## src/prot_pkg.sv

```systemverilog
package prot_pkg;

   // =====================================================================
   // Timing: delays in microseconds, converted to 200 MHz cycles.
   // =====================================================================
   localparam int unsigned CLK_MHZ          = 200;
   localparam int unsigned OC_DELAY_US      = 10;
   localparam int unsigned SC_DELAY_US      = 1;
   localparam int unsigned OC_REL_US        = 10;
   localparam int unsigned XC_DELAY_US      = 15;
   localparam int unsigned XC_REL_US        = 15;
   localparam int unsigned OCH_DELAY_US     = 20;
   localparam int unsigned OCH_REL_US       = 20;
   localparam int unsigned OD_DELAY_US      = 20;
   localparam int unsigned OD_REL_US        = 20;
   localparam int unsigned SHORT_DIV        = 8;
   localparam int unsigned CNT_W            = 16;

   localparam logic [CNT_W-1:0] OC_CYC   = CNT_W'(OC_DELAY_US * CLK_MHZ);
   localparam logic [CNT_W-1:0] SC_CYC   = CNT_W'(SC_DELAY_US * CLK_MHZ);
   localparam logic [CNT_W-1:0] OCR_CYC  = CNT_W'(OC_REL_US * CLK_MHZ);
   localparam logic [CNT_W-1:0] XC_CYC   = CNT_W'(XC_DELAY_US * CLK_MHZ);
   localparam logic [CNT_W-1:0] XCR_CYC  = CNT_W'(XC_REL_US * CLK_MHZ);
   localparam logic [CNT_W-1:0] OCH_CYC  = CNT_W'(OCH_DELAY_US * CLK_MHZ);
   localparam logic [CNT_W-1:0] OCHR_CYC = CNT_W'(OCH_REL_US * CLK_MHZ);
   localparam logic [CNT_W-1:0] OD_CYC   = CNT_W'(OD_DELAY_US * CLK_MHZ);
   localparam logic [CNT_W-1:0] ODR_CYC  = CNT_W'(OD_REL_US * CLK_MHZ);

   // =====================================================================
   // Comparator bundle and pin drive bundle.
   // =====================================================================
   typedef struct packed {
      logic over_charge;    // Either cell at or above over-charge level.
      logic charge_ok;      // Both cells at or below over-charge release level.
      logic over_dis;       // Either cell at or below over-discharge level.
      logic dis_ok;         // Both cells at or above over-discharge level.
      logic over_cur;       // Sense node at or above over-current level.
      logic short_cir;      // Sense node at or above short-circuit level.
      logic xs_charger;     // Sense-to-ground at or below charger level.
      logic stby_rel;       // Sense node at or below stand-by release level.
      logic zero_v_ok;      // Supply-to-sense at zero-volt charge level.
   } cmp_t;

   typedef struct packed {
      logic chg_en;         // Charge-block gate, high allows charging.
      logic dis_en;         // Discharge-block gate, high allows discharge.
      logic pull_up;        // Sense node to positive supply.
      logic pull_dn;        // Sense node to ground.
      logic standby;        // Stand-by mode.
   } drv_t;

   typedef enum logic [4:0] {
      D_NORMAL = 5'h01,
      D_OC     = 5'h02,
      D_SC     = 5'h04,
      D_OD     = 5'h08,
      D_OCREL  = 5'h10
   } dis_st_t;

endpackage : prot_pkg

```

## src/sync3.sv

```systemverilog
`timescale 1ns/100ps
// =====================================================================
// Three-stage input synchroniser with agreement filter.
// =====================================================================
module sync3
(
   input  wire logic clk,    // System clock.
   input  wire logic rst_n,  // Synchronous reset, active low.
   input  wire logic din,    // Asynchronous input.
   output logic      dout    // Filtered level.
);
   logic s1_q;
   logic s2_q;
   logic s3_q;

   // The first stage feeds only the second to keep metastability contained.
   always_ff @(posedge clk)
   begin
      if (!rst_n)
      begin
         s1_q <= 1'b0;
         s2_q <= 1'b0;
         s3_q <= 1'b0;
         dout <= 1'b0;
      end
      else
      begin
         s1_q <= din;
         s2_q <= s1_q;
         s3_q <= s2_q;
         if (s2_q == s3_q)
            dout <= s3_q;
      end
   end
endmodule : sync3

```

## src/delay_cnt.sv

```systemverilog
`timescale 1ns/100ps
// =====================================================================
// Qualification timer: counts while cond holds, restarts when it drops.
// =====================================================================
module delay_cnt
(
   input  wire logic                    clk,     // System clock.
   input  wire logic                    rst_n,   // Synchronous reset, active low.
   input  wire logic                    cond,    // Qualifying condition.
   input  wire logic [prot_pkg::CNT_W-1:0] limit, // Terminal count.
   output logic                         done     // High once cond held limit cycles.
);
   logic [prot_pkg::CNT_W-1:0] cnt_q;

   // Any drop of the condition restarts the count from zero.
   always_ff @(posedge clk)
   begin
      if (!rst_n || !cond)
         cnt_q <= '0;
      else if (cnt_q < limit)
         cnt_q <= cnt_q + 1'b1;
   end

   assign done = cond && (cnt_q >= limit);
endmodule : delay_cnt

```

## src/prot_seq.sv

```systemverilog
`timescale 1ns/100ps
module prot_seq
(
   input  wire logic           clk,          // System clock.
   input  wire logic           rst_n,        // Synchronous reset, active low.
   input  wire prot_pkg::cmp_t cmp_pins,     // Raw comparator results.
   input  wire logic           test_short,   // Delay shortening pin.
   output prot_pkg::drv_t      drv           // Gate and switch drive, registered.
);
   // =====================================================================
   // Input synchronisation.
   // =====================================================================
   prot_pkg::cmp_t cmp;
   logic           tst;

   // Each analog comparator is a pin from outside the clock domain.
   genvar gi;
   generate
      for (gi = 0; gi < $bits(prot_pkg::cmp_t); gi++)
      begin : g_sync
         sync3 u_sync (.clk(clk), .rst_n(rst_n), .din(cmp_pins[gi]), .dout(cmp[gi]));
      end
   endgenerate

   sync3 u_tsync (.clk(clk), .rst_n(rst_n), .din(test_short), .dout(tst));

   // =====================================================================
   // Terminal counts.
   // =====================================================================
   // Shortening divides counter delays; the short-circuit delay is fixed.
   function automatic logic [prot_pkg::CNT_W-1:0] pick(input logic [prot_pkg::CNT_W-1:0] n,
                                                       input logic t);
      pick = t ? (n / prot_pkg::CNT_W'(prot_pkg::SHORT_DIV)) : n;
   endfunction : pick

   // =====================================================================
   // State.
   // =====================================================================
   prot_pkg::dis_st_t dst_q;
   logic              och_q;     // Over-charge state, charge blocked.
   logic              xc_q;      // Excessive charger state.
   logic              och_first_q;
   logic              stby_q;
   logic              zv_q;      // Zero-volt charge enable.

   logic oc_done, sc_done, ocr_done, od_done, odr_done;
   logic och_done, ochr_done, xc_done, xcr_done;
   logic dis_hi;
   logic oc_cond, xc_cond, od_cond;

   assign dis_hi  = (dst_q == prot_pkg::D_NORMAL);
   // Over-current detection is aborted once over-charge is in force.
   assign oc_cond = dis_hi && cmp.over_cur && !och_q;
   // Over-discharge waits while over-charge detection is pending, but not once it is held.
   assign od_cond = dis_hi && cmp.over_dis && !(cmp.over_charge && !och_q);
   // Charger detection timing only runs with the discharge gate high.
   assign xc_cond = dis_hi && cmp.xs_charger && !xc_q;

   delay_cnt u_oc   (.clk(clk), .rst_n(rst_n), .cond(oc_cond),
                     .limit(pick(prot_pkg::OC_CYC, tst)), .done(oc_done));
   delay_cnt u_sc   (.clk(clk), .rst_n(rst_n), .cond(dis_hi && cmp.short_cir),
                     .limit(prot_pkg::SC_CYC), .done(sc_done));
   delay_cnt u_ocr  (.clk(clk), .rst_n(rst_n),
                     .cond(dst_q == prot_pkg::D_OCREL && !cmp.over_cur),
                     .limit(pick(prot_pkg::OCR_CYC, tst)), .done(ocr_done));
   delay_cnt u_od   (.clk(clk), .rst_n(rst_n), .cond(od_cond),
                     .limit(pick(prot_pkg::OD_CYC, tst)), .done(od_done));
   delay_cnt u_odr  (.clk(clk), .rst_n(rst_n),
                     .cond(dst_q == prot_pkg::D_OD && !stby_q && cmp.dis_ok),
                     .limit(pick(prot_pkg::ODR_CYC, tst)), .done(odr_done));
   delay_cnt u_och  (.clk(clk), .rst_n(rst_n), .cond(!och_q && cmp.over_charge),
                     .limit(pick(prot_pkg::OCH_CYC, tst)), .done(och_done));
   delay_cnt u_ochr (.clk(clk), .rst_n(rst_n), .cond(och_q && cmp.charge_ok),
                     .limit(pick(prot_pkg::OCHR_CYC, tst)), .done(ochr_done));
   delay_cnt u_xc   (.clk(clk), .rst_n(rst_n), .cond(xc_cond),
                     .limit(pick(prot_pkg::XC_CYC, tst)), .done(xc_done));
   delay_cnt u_xcr  (.clk(clk), .rst_n(rst_n), .cond(xc_q && !cmp.xs_charger),
                     .limit(pick(prot_pkg::XCR_CYC, tst)), .done(xcr_done));

   // =====================================================================
   // Discharge-side state machine.
   // =====================================================================
   // Short-circuit is checked first because its delay is the shorter one.
   always_ff @(posedge clk)
   begin
      if (!rst_n)
         dst_q <= prot_pkg::D_NORMAL;
      else
      begin
         unique case (dst_q)
            prot_pkg::D_NORMAL:
            begin
               if (sc_done)
                  dst_q <= prot_pkg::D_SC;
               else if (od_done)
                  dst_q <= prot_pkg::D_OD;
               else if (oc_done)
                  dst_q <= prot_pkg::D_OC;
            end
            prot_pkg::D_OC,
            prot_pkg::D_SC:
            begin
               if (!cmp.over_cur)
                  dst_q <= prot_pkg::D_OCREL;
            end
            prot_pkg::D_OCREL:
            begin
               if (cmp.over_cur)
                  dst_q <= prot_pkg::D_OC;
               else if (ocr_done)
                  dst_q <= prot_pkg::D_NORMAL;
            end
            prot_pkg::D_OD:
            begin
               if (odr_done)
                  dst_q <= prot_pkg::D_NORMAL;
            end
            default: dst_q <= prot_pkg::D_NORMAL;
         endcase
      end
   end

   // Stand-by entry follows over-discharge unless over-charge came first.
   always_ff @(posedge clk)
   begin
      if (!rst_n)
         stby_q <= 1'b0;
      else if (dst_q == prot_pkg::D_NORMAL && od_done && !sc_done)
         stby_q <= !och_q;
      else if (stby_q && cmp.stby_rel)
         stby_q <= 1'b0;
   end

   // =====================================================================
   // Charge-side state.
   // =====================================================================
   // Over-charge latches after its delay and releases after its own delay.
   always_ff @(posedge clk)
   begin
      if (!rst_n)
         och_q <= 1'b0;
      else if (och_done)
         och_q <= 1'b1;
      else if (ochr_done)
         och_q <= 1'b0;
   end

   // Remember whether over-charge held before any discharge-side fault.
   always_ff @(posedge clk)
   begin
      if (!rst_n)
         och_first_q <= 1'b0;
      else if (!och_q)
         och_first_q <= 1'b0;
      else if (dis_hi)
         och_first_q <= 1'b1;
   end

   // The charger flag only changes after a full qualification period.
   always_ff @(posedge clk)
   begin
      if (!rst_n)
         xc_q <= 1'b0;
      else if (xc_done)
         xc_q <= 1'b1;
      else if (xcr_done)
         xc_q <= 1'b0;
   end

   // Zero-volt charging tracks the supply-to-sense comparator.
   always_ff @(posedge clk)
   begin
      if (!rst_n)
         zv_q <= 1'b0;
      else
         zv_q <= cmp.zero_v_ok;
   end

   // =====================================================================
   // Output drive.
   // =====================================================================
   // The discharge gate stays off through the release wait, so a load that
   // comes back early cannot slip past the over-current release delay.
   // The sense switches follow the discharge-side state: pull-up in D_OD, pull-down in D_OC, D_SC and D_OCREL.
   always_ff @(posedge clk)
   begin
      if (!rst_n)
         drv <= '{chg_en: 1'b1, dis_en: 1'b1, pull_up: 1'b0, pull_dn: 1'b0, standby: 1'b0};
      else
      begin
         drv.chg_en  <= (!och_q && !xc_q) || zv_q;
         drv.dis_en  <= dis_hi;
         drv.pull_up <= dst_q == prot_pkg::D_OD;
         drv.pull_dn <= (dst_q == prot_pkg::D_OC || dst_q == prot_pkg::D_SC
                         || dst_q == prot_pkg::D_OCREL);
         drv.standby <= stby_q && dst_q == prot_pkg::D_OD;
      end
   end

   // =====================================================================
   // Checks on the release wait, the sense switches, stand-by and the charger delay.
   // =====================================================================
   // Cycles for which the discharge gate has been allowed, saturating.
   // The charger timer must never run ahead of this count.
   logic [prot_pkg::CNT_W-1:0] hi_run_q;

   // Any blocked cycle restarts the count, as the charger timer must.
   always_ff @(posedge clk)
   begin
      if (!rst_n || !dis_hi)
         hi_run_q <= '0;
      else if (hi_run_q != '1)
         hi_run_q <= hi_run_q + 1'b1;
   end
endmodule : prot_seq

```

## config.mk

```make
export PLATFORM = sky130hd
export DESIGN_NAME = prot_seq
export DESIGN_NICKNAME = d
export VERILOG_FILES = /design/src/prot_pkg.sv /design/src/sync3.sv /design/src/delay_cnt.sv /design/src/prot_seq.sv
export SDC_FILE = /design/constraint.sdc
export NUM_CORES = 1
export LEC_CHECK = 0
export ABC_AREA = 1
export BUFFER_PORTS_ARGS = -buffer_cell sky130_fd_sc_hd__buf_2
export CELL_PAD_IN_SITES_DETAIL_PLACEMENT = 0
export CELL_PAD_IN_SITES_GLOBAL_PLACEMENT = 2
export CORE_UTILIZATION = 37
export CTS_BUF_LIST = sky130_fd_sc_hd__clkbuf_2
export DETAILED_ROUTE_END_ITERATION = 6
export PLACE_DENSITY_LB_ADDON = 0.12
export RECOVER_POWER = 25
export SLEW_MARGIN = 20
export SYNTH_ARGS = -nofsm -noshare
export SYNTH_HDL_FRONTEND = slang
export SYNTH_SLANG_ARGS = --single-unit
```

## constraint.sdc

```tcl
create_clock -name clk -period 7.3 [get_ports clk]
set_input_delay 0 -clock clk [delete_from_list [all_inputs] [get_ports clk]]
set_output_delay 0 -clock clk [all_outputs]
set_load 0.05 [all_outputs]
```

==> results.cfg, run 1 <==
[cts]
cts_tree = done
htreeDepth = 4
cts.repair.resized = 0
clk_pin_slew_ps = 320
cts_sinks = 198
ctsLongestPathBuffers = 2
clk_latency_ps = 760
cts_inserted_buffers = 17
cts-root-buf = clkbuf_2
postCtsSetupBuffers = 0

[floorplan]
die_area_mm2 = 0.0275
die_w_um = 166
fp.dieH_um = 166
num_rows = 59
ios = 17
start_util = 0.378
core_area_mm2 = 0.0262

[worst_setup_path]
crit_arrival_ps = 4400
cp-start-kind = input pin
crit_required_ps = 7980
path_max_fanout = 53
ff2ff_setup_slack_ps = 3850
setup.worst_path.end_class = flop
rr_worst_depth = 15
crit_type = in2reg

[yosys]
ys_types = 44
synth_warnings = 0
synthCells = 1352
ys_seq_area_frac = 0.400
synth-seq-cells = 198
synth_area_mm2 = 0.00991
synth_nets = 1430
syn_avg_cell_area_um2 = 7.33

[cells_and_area]
syn_to_final_growth_pct = 9.63
n_fill_cell = 2726
multi_input_area_mm2 = 0.00496
layout_commonest_cell = nand2_1
final_nets = 1473
regArea_mm2 = 0.00397
layout_common_cells = 269 x nand2_1, 206 x inv_1, 197 x dfxtp_1, 156 x nor2_1, 101 x a21oi_1
layout-drive-gt1-share = 0.0845

[sta]
fin_skew_ps = 63.8
tightest_slew_ps = 2330
setup_viol = 0
maxSlewHeadroom = -0.550
finalSetupTns_ps = 0
timing.fmax_ghz = 0.269
final-hold-violation-count = 0
rsz0062_at_grt = false
fin_hold_ws_ps = 411
slew_viol_final = 54
fin_ws_ps = 3580
period_share = 0.509
layout_min_cycle_time_ps = 3720

[routing]
final_antenna_net_count = 0
vias = 8074
drt_wl_total_um = 20700
wl_per_cell_um = 11.9
drc = 2
via_per_inst = 4.63
drt_iter0_markers = 336
drt_first_pass_iters = 7

[run_status]
violations = DRC, capacitance limit, slew limit
status = finished, violations left

[grt]
track_usage = 0.158
grt_pass1_vias = 7626
grt_pass1_wl_um = 36200
antenna_found_initial = 1
grt_max_degree = 54
grt_overflow_total = 0

[worst_hold_path]
min_path_type = reg2reg
hold_depth = 2

[place]
hpwlAfterDp_um = 14900
place_congestion = 0.776
pre_cts_slack_ps = 3720
portBuffers = 16

[power_and_ir_drop]
p_per_area_mw_per_mm2 = 171
total_power_w = 0.00186
irDropWorstVdd_mv = 0.126
p_leak_nw = 4.38

[flow_run]
drv_cap = 1
[final timing paths]
check,startpoint,to
min reg2reg,g_sync[6].u_sync.s1_q$_SDFF_PN0_,g_sync[6].u_sync.s2_q$_SDFF_PN0_
max,rst_n,u_sc.cnt_q[5]$_SDFFE_PP0N_
min,g_sync[6].u_sync.s1_q$_SDFF_PN0_,g_sync[6].u_sync.s2_q$_SDFF_PN0_
max reg2reg,u_tsync.dout$_SDFFE_PN0N_,u_xc.cnt_q[4]$_SDFFE_PP0P_
[cell type report]
type / count / area share
Antenna cell: 1 / 0.000230
Clock buffer: 18 / 0.00829
Clock inverter: 14 / 0.0177
Inverter: 226 / 0.0780
Multi-Input combinational cell: 904 / 0.456
Sequential cell: 198 / 0.365
Tap cell: 335 / 0.0386
Timing Repair Buffer: 48 / 0.0363
[cells in the mapped netlist, drive strengths merged]
| cell type | count | share of area |
|---|---|---|
| nand2 | 281 | 0.11 |
| inv | 225 | 0.085 |
| dfxtp | 198 | 0.40 |
| nor2 | 171 | 0.072 |
| a21oi | 104 | 0.054 |
| ha | 66 | 0.083 |
| nand3 | 66 | 0.035 |
| o21ai | 63 | 0.032 |
| nor3 | 43 | 0.030 |
| nand4 | 28 | 0.020 |
| xor2 | 19 | 0.017 |
| buf | 16 | 0.011 |
| nor3b | 11 | 0.0093 |
| nor4 | 11 | 0.0069 |
| clkbuf | 8 | 0.0030 |
| o21a | 8 | 0.0061 |
| xnor2 | 7 | 0.0062 |
| a211oi | 6 | 0.0050 |
| or2 | 6 | 0.0040 |
| and3 | 3 | 0.0019 |
| nand3b | 3 | 0.0023 |
| o21bai | 3 | 0.0023 |
| a21o | 2 | 0.0015 |
| a31oi | 2 | 0.0013 |
| clkinv | 1 | 0.00038 |
| maj3 | 1 | 0.0010 |
[report_power, final]
part	total, W	switching, W	internal [W]
Sequential	0.00112	0.0000158	0.00110
Combinational	0.000129	0.0000776	0.0000516
Clock	0.000608	0.000403	0.000205
[flip-flops by register name (all words and copies together) (netlist names), 9 cells and up]
| register | cells |
|---|---|
| u_oc.cnt_q | 16 |
| u_och.cnt_q | 16 |
| u_ochr.cnt_q | 16 |
| u_ocr.cnt_q | 16 |
| u_od.cnt_q | 16 |
| u_odr.cnt_q | 16 |
| u_sc.cnt_q | 16 |
| u_xc.cnt_q | 16 |
| u_xcr.cnt_q | 16 |
| g_sync.u_sync.dout | 9 |
| g_sync.u_sync.s1_q | 9 |
| g_sync.u_sync.s2_q | 9 |
| g_sync.u_sync.s3_q | 9 |
[kinds of logic after synthesis]
kind of cell / synth area share
simple gates: 0.292
buf+inv: 0.0994
flops: 0.400
compound gates: 0.102
fa+ha+maj: 0.0843
xor+xnor: 0.0230
[routing by layer]
metal	vias up	track usage	part of all wire	routed length, um
met5	-	0	0	0
met4	0	0.0280	0.0058	121
met3	5	0.0289	0.018	380
met2	44	0.268	0.46	9480
met1	3611	0.211	0.52	10700
li1	4414	-	-	-
[metrics by stage]
step / utilization / instance area (um2) / std cells
2_1_floorplan: - / 9910 / 1352
3_3_place_gp: 0.392 / 10300 / 1680
3_5_place_dp: 0.392 / 10300 / 1680
4_1_cts: 0.415 / 10900 / 1743
5_1_grt: 0.415 / 10900 / 1744
6_report: 0.415 / 10900 / 1744
[worst max-delay path, stage by stage]
cell	delay, ps
dlygate4sd3_1	520
buf_2	90
clkbuf_1	1640
inv_1	830
nor3_1	600
inv_1	310
nor3_1	240
o21a_1	140
[what timing repair did]
action | in CTS | in global routing
endpoints found under the hold margin | 51 | 0
hold buffers | 31 | 0
endpoints found under the setup margin | 0 | 0
(Power assumes the default switching activity.)
==> run 2: changes to the inputs <==
- clock period: 7.3 -> 3.9 ns (I/O delays scaled with it)
==> run 2 against run 1 <==
The flow finishes with violations (DRC). Hold slack better by 22 ps. Combinational power is 91% higher. Register-to-register slack worse by 2800 ps. Final area is 0.20% lower. First-iteration DRC count is 5.1% higher. Cell count hardly changed. Non-clock buffer count is 1 higher. Utilization is 0.081 points lower. Wire length is 2.0% higher. Via count is 0.92% lower. Die area stayed put. Largest cell class unchanged. Largest power group unchanged.
==> results.cfg, run 2 (same netlist as run 1, synthesis figures left out) <==
[cells_and_area]
layout_common_cells = 269 x nand2_1, 205 x inv_1, 197 x dfxtp_1, 156 x nor2_1, 101 x a21oi_1
final_util = 0.414
layout-drive-gt1-share = 0.0859
final_nets = 1474
syn_to_final_growth_pct = 9.41
layout_commonest_cell = nand2_1
finalInstanceArea_mm2 = 0.0108

[worst_setup_path]
cpMostUsedCell = nand2_1
r2r-start = u_tsync.dout$_SDFFE_PN0N_
rr_worst_depth = 11
cp-start-kind = flop
slowest_delay_ps = 660
crit_chain = inv_1, ha_1, nand4_1, a21oi_1, o21ai_0, nand2_1, inv_2, nand2_1, o21ai_1, nand2_1, nor2_1
cp_top_family = buffers and inverters
slowest_stage = inv_1
setup.worst_path.end_class = flop
ff2ff_setup_slack_ps = 1080
cp-startpoint = u_tsync.dout$_SDFFE_PN0N_
endpoint = u_ochr.cnt_q[7]$_SDFFE_PP0P_
cp.depth = 11
crit_arrival_ps = 3530
critical_path_buf_inv_count = 2
path_max_fanout = 18
crit_type = reg2reg
worst_r2r_endpoint = u_ochr.cnt_q[7]$_SDFFE_PP0P_
crit_required_ps = 4610

[cts]
cts-root-buf = clkbuf_2
ctsLongestPathBuffers = 2
clk_pin_slew_ps = 300
cts_sinks = 198
cts_inserted_buffers = 17
htreeDepth = 4
clk_latency_ps = 800
cts_tree = done

[sta]
finalSetupTns_ps = 0
period_share = 0.722
maxSlewHeadroom = 0.0413
setup_viol = 0
tightest_slew_ps = 1440
layout_min_cycle_time_ps = 2820
timing.fmax_ghz = 0.355
final-hold-violation-count = 0
fin_skew_ps = 64.9
rsz0062_at_grt = false
slew_viol_final = 0
fin_ws_ps = 1080

[flow_run]
drv_cap = 0

[floorplan]
core_area_mm2 = 0.0262
num_rows = 59
die_w_um = 166
start_util = 0.378
ios = 17
die_area_mm2 = 0.0275
fp.dieH_um = 166

[run_status]
violations = DRC
status = finished, violations left

[grt]
grt_overflow_total = 0
grt_pass1_wl_um = 36500
grt_pass1_vias = 7526
track_usage = 0.161
grt_max_degree = 37
antenna_found_initial = 1

[power_and_ir_drop]
irDropWorstVdd_mv = 0.153
p_per_area_mw_per_mm2 = 317
p_leak_nw = 4.38

[place]
hpwlAfterDp_um = 15200
pre_cts_slack_ps = 1110
portBuffers = 16
placed_cell_area_mm2 = 0.0103
place_congestion = 0.774

[routing]
drt_wl_total_um = 21100
drc = 2
drt_first_pass_iters = 7
drt_iter0_markers = 353
final_antenna_net_count = 0
wl_per_cell_um = 12.1
vias = 8000
via_per_inst = 4.58

[worst_hold_path]
min_path_type = reg2reg
-- run 2: worst min-delay path by stage --
stage | startpoint | endpoint | slack, ps | depth (start not counted)
6_report | g_sync[3].u_sync.s1_q$_SDFF_PN0_ | g_sync[3].u_sync.s2_q$_SDFF_PN0_ | 430 | 2
5_1_grt | u_odr.cnt_q[14]$_SDFFE_PP0P_ | u_odr.cnt_q[14]$_SDFFE_PP0P_ | 450 | 2
3_5_place_dp | cmp_pins[2] | g_sync[2].u_sync.s1_q$_SDFF_PN0_ | 190 | 3
3_3_place_gp | cmp_pins[2] | g_sync[2].u_sync.s1_q$_SDFF_PN0_ | 180 | 3
4_1_cts | rst_n | zv_q$_SDFF_PN0_ | 170 | 4
2_1_floorplan | cmp_pins[0] | g_sync[0].u_sync.s1_q$_SDFF_PN0_ | 100 | 2
-- run 2: final cells by class --
class / instances / area (um2)
timing repair buffer: 49 / 400
inverter: 226 / 848
fill: 2773 / 15400
clock buffer: 17 / 85.1
multi-input combinational: 904 / 4960
sequential: 198 / 3970
antenna: 1 / 2.50
clock inverter: 15 / 170
tap: 335 / 419
-- run 2: worst min-delay path: stages, from the launching register on --
cell     delay, ps
dfxtp_1        370
nand2_1         50
inv_1           30
-- run 2: layer usage --
layer / track usage / vias up / share of wire
li1: - / 4413 / -
met1: 0.219 / 3533 / 0.53
met2: 0.268 / 45 / 0.45
met3: 0.0301 / 9 / 0.020
met4: 0.0325 / 0 / 0.0067
met5: 0 / - / 0
-- run 2: power breakdown --
group          internal, W  switching (W)
sequential         0.00207      0.0000261
clock             0.000278       0.000819
combinational    0.0000960       0.000150
total              0.00244       0.000995
-- run 2: repair_timing --
item                                    4_1_cts  5_1_grt
buffers inserted                              0        0
endpoints found under the hold margin        53        0
hold buffers                                 31        0
endpoints found under the setup margin        0        0
gates resized for setup                       0        0
-- run 2: per-stage QoR --
| stage | power (W) | std cells | hold slack, ps |
|---|---|---|---|
| after global placement | 0.00236 | 1681 | 182 |
| final | 0.00344 | 1745 | 433 |
| after global routing | 0.00363 | 1745 | 451 |
| after detailed placement | 0.00236 | 1681 | 186 |
| after floorplan | 0.00230 | 1352 | 97.6 |
| after CTS | 0.00351 | 1744 | 172 |
==> run 3: changes to the inputs <==
- clock period: 3.9 -> 2.81 ns (I/O delays scaled with it)
==> run 3 against run 2 <==
The run still ends with DRC left. Global-route usage down 0.13 points. Die area unchanged. Hold slack worse by 230 ps. First-iteration DRC count up 7.9%. Sequential cell count unchanged. Final area down 0.15%. Sequential share of layout area up 0.055 points. Cell count up 0.29%. Total power up 34%. Highest routed layer unchanged.
==> results.cfg, run 3 (same netlist as run 1, synthesis figures left out) <==
[worst_setup_path]
crit_required_ps = 3490
crit_arrival_ps = 3200
path_max_fanout = 18
cp-startpoint = u_tsync.dout$_SDFFE_PN0N_
cp-start-kind = flop
setup.worst_path.end_class = flop
r2r-start = u_tsync.dout$_SDFFE_PN0N_
crit_type = reg2reg

[grt]
grt_pass1_wl_um = 36700
grt_max_degree = 37
grt_pass1_vias = 7754
grt_overflow_total = 0
track_usage = 0.160
antenna_found_initial = 1

[power_and_ir_drop]
irDropWorstVdd_mv = 0.210
p_leak_nw = 4.38
p_per_area_mw_per_mm2 = 425

[routing]
drc = 4
wl_per_cell_um = 11.9
drt_iter0_markers = 381
via_per_inst = 4.63
vias = 8100
drt_wl_total_um = 20900
drt_first_pass_iters = 6
final_antenna_net_count = 0

[sta]
period_share = 0.897
rsz0062_at_grt = false
tightest_slew_ps = 849
timing.fmax_ghz = 0.397
slew_viol_final = 0
fin_skew_ps = 57.5
maxSlewHeadroom = 0.433
fin_ws_ps = 289
setup_viol = 0
layout_min_cycle_time_ps = 2520
finalSetupTns_ps = 0
final-hold-violation-count = 0

[place]
hpwlAfterDp_um = 15100
place_congestion = 0.757
pre_cts_slack_ps = 273
portBuffers = 16
dp_cells = 1686

[cts]
cts_tree = done
ctsLongestPathBuffers = 2
clk_pin_slew_ps = 250
htreeDepth = 4
clk_latency_ps = 760
postCtsSetupBuffers = 0
cts-root-buf = clkbuf_2
cts_inserted_buffers = 17
cts_sinks = 198

[floorplan]
die_w_um = 166
num_rows = 59
fp.dieH_um = 166
die_area_mm2 = 0.0275
core_area_mm2 = 0.0262
ios = 17
start_util = 0.378

[cells_and_area]
layout-drive-gt1-share = 0.0898
fin_cells = 1750
layout_commonest_cell = nand2_1
n_fill_cell = 2778
final_nets = 1479
layout_common_cells = 268 x nand2_1, 205 x inv_1, 197 x dfxtp_1, 157 x nor2_1, 101 x a21oi_1
syn_to_final_growth_pct = 9.25

[worst_hold_path]
hold_start = rst_n
min_path_type = in2reg

[run_status]
status = finished, violations left
violations = DRC

[flow_run]
drv_cap = 0
-- run 3: cell types whose count changed in the layout (fill, tap and decap cells not counted), sizes merged --
cell | before | now
clkinvlp | 0 | 2
clkinv | 3 | 4
inv | 237 | 231
buf | 16 | 23
clkbuf | 19 | 20
-- run 3: path summary, 6_finish.rpt --
check | cells after the start | slack (ps) | end
worst max-delay path | 10 | 290 | och_q$_SDFFE_PN0P_
worst min-delay path | 4 | 200 | och_q$_SDFFE_PN0P_
worst max register to register | 10 | 290 | och_q$_SDFFE_PN0P_
worst min register to register | 2 | 420 | g_sync[7].u_sync.s3_q$_SDFF_PN0_
-- run 3: repair_timing --
item                      4_1_cts  5_1_grt
hold buffers                   31        0
hold endpoints to repair      124        0
resized for setup               0        0
-- run 3: power breakdown --
group	internal, W	switching (W)	leakage [nW]	total, W
logic	0.000122	0.000202	2.64	0.000324
registers	0.00287	0.0000364	1.60	0.00290
clock network	0.000347	0.00103	0.137	0.00137
total	0.00334	0.00126	4.38	0.00460
-- run 3: area by class of cell --
cell class                 count  area (um2)  area share
multi-input combinational    904        4940       0.456
sequential                   198        3970       0.366
inverter                     226         848      0.0783
timing repair buffer          54         443      0.0409
tap                          335         419      0.0387
clock inverter                12         116      0.0107
clock buffer                  20         100     0.00924
antenna                        1        2.50    0.000231
-- run 3: critical path: stages, from the launching register on --
cell     delay (ps)
dfxtp_2         370
inv_1           610
ha_1            380
nand4_1         120
a21oi_1          50
o21ai_0         160
nand2_1         220
buf_4           240
o21ai_0         150
nand2_1          70
a21oi_1         120
-- run 3: per-layer routing --
layer,track usage,up-vias,routed length (um)
li1,-,4420,-
met4,0.0427,0,223
met1,0.219,3607,11100
met3,0.0241,11,359
met5,0,-,0
met2,0.263,62,9230
-- run 3: through the flow --
stage               hold WS (ps)  utilization  cell area, um2  total power (W)
floorplan                   97.6            -            9920          0.00319
detailed placement           183        0.394           10300          0.00327
global route                 156        0.413           10800          0.00485
finish                       201        0.413           10800          0.00460
global placement             182        0.394           10300          0.00328
CTS                          134        0.414           10900          0.00473
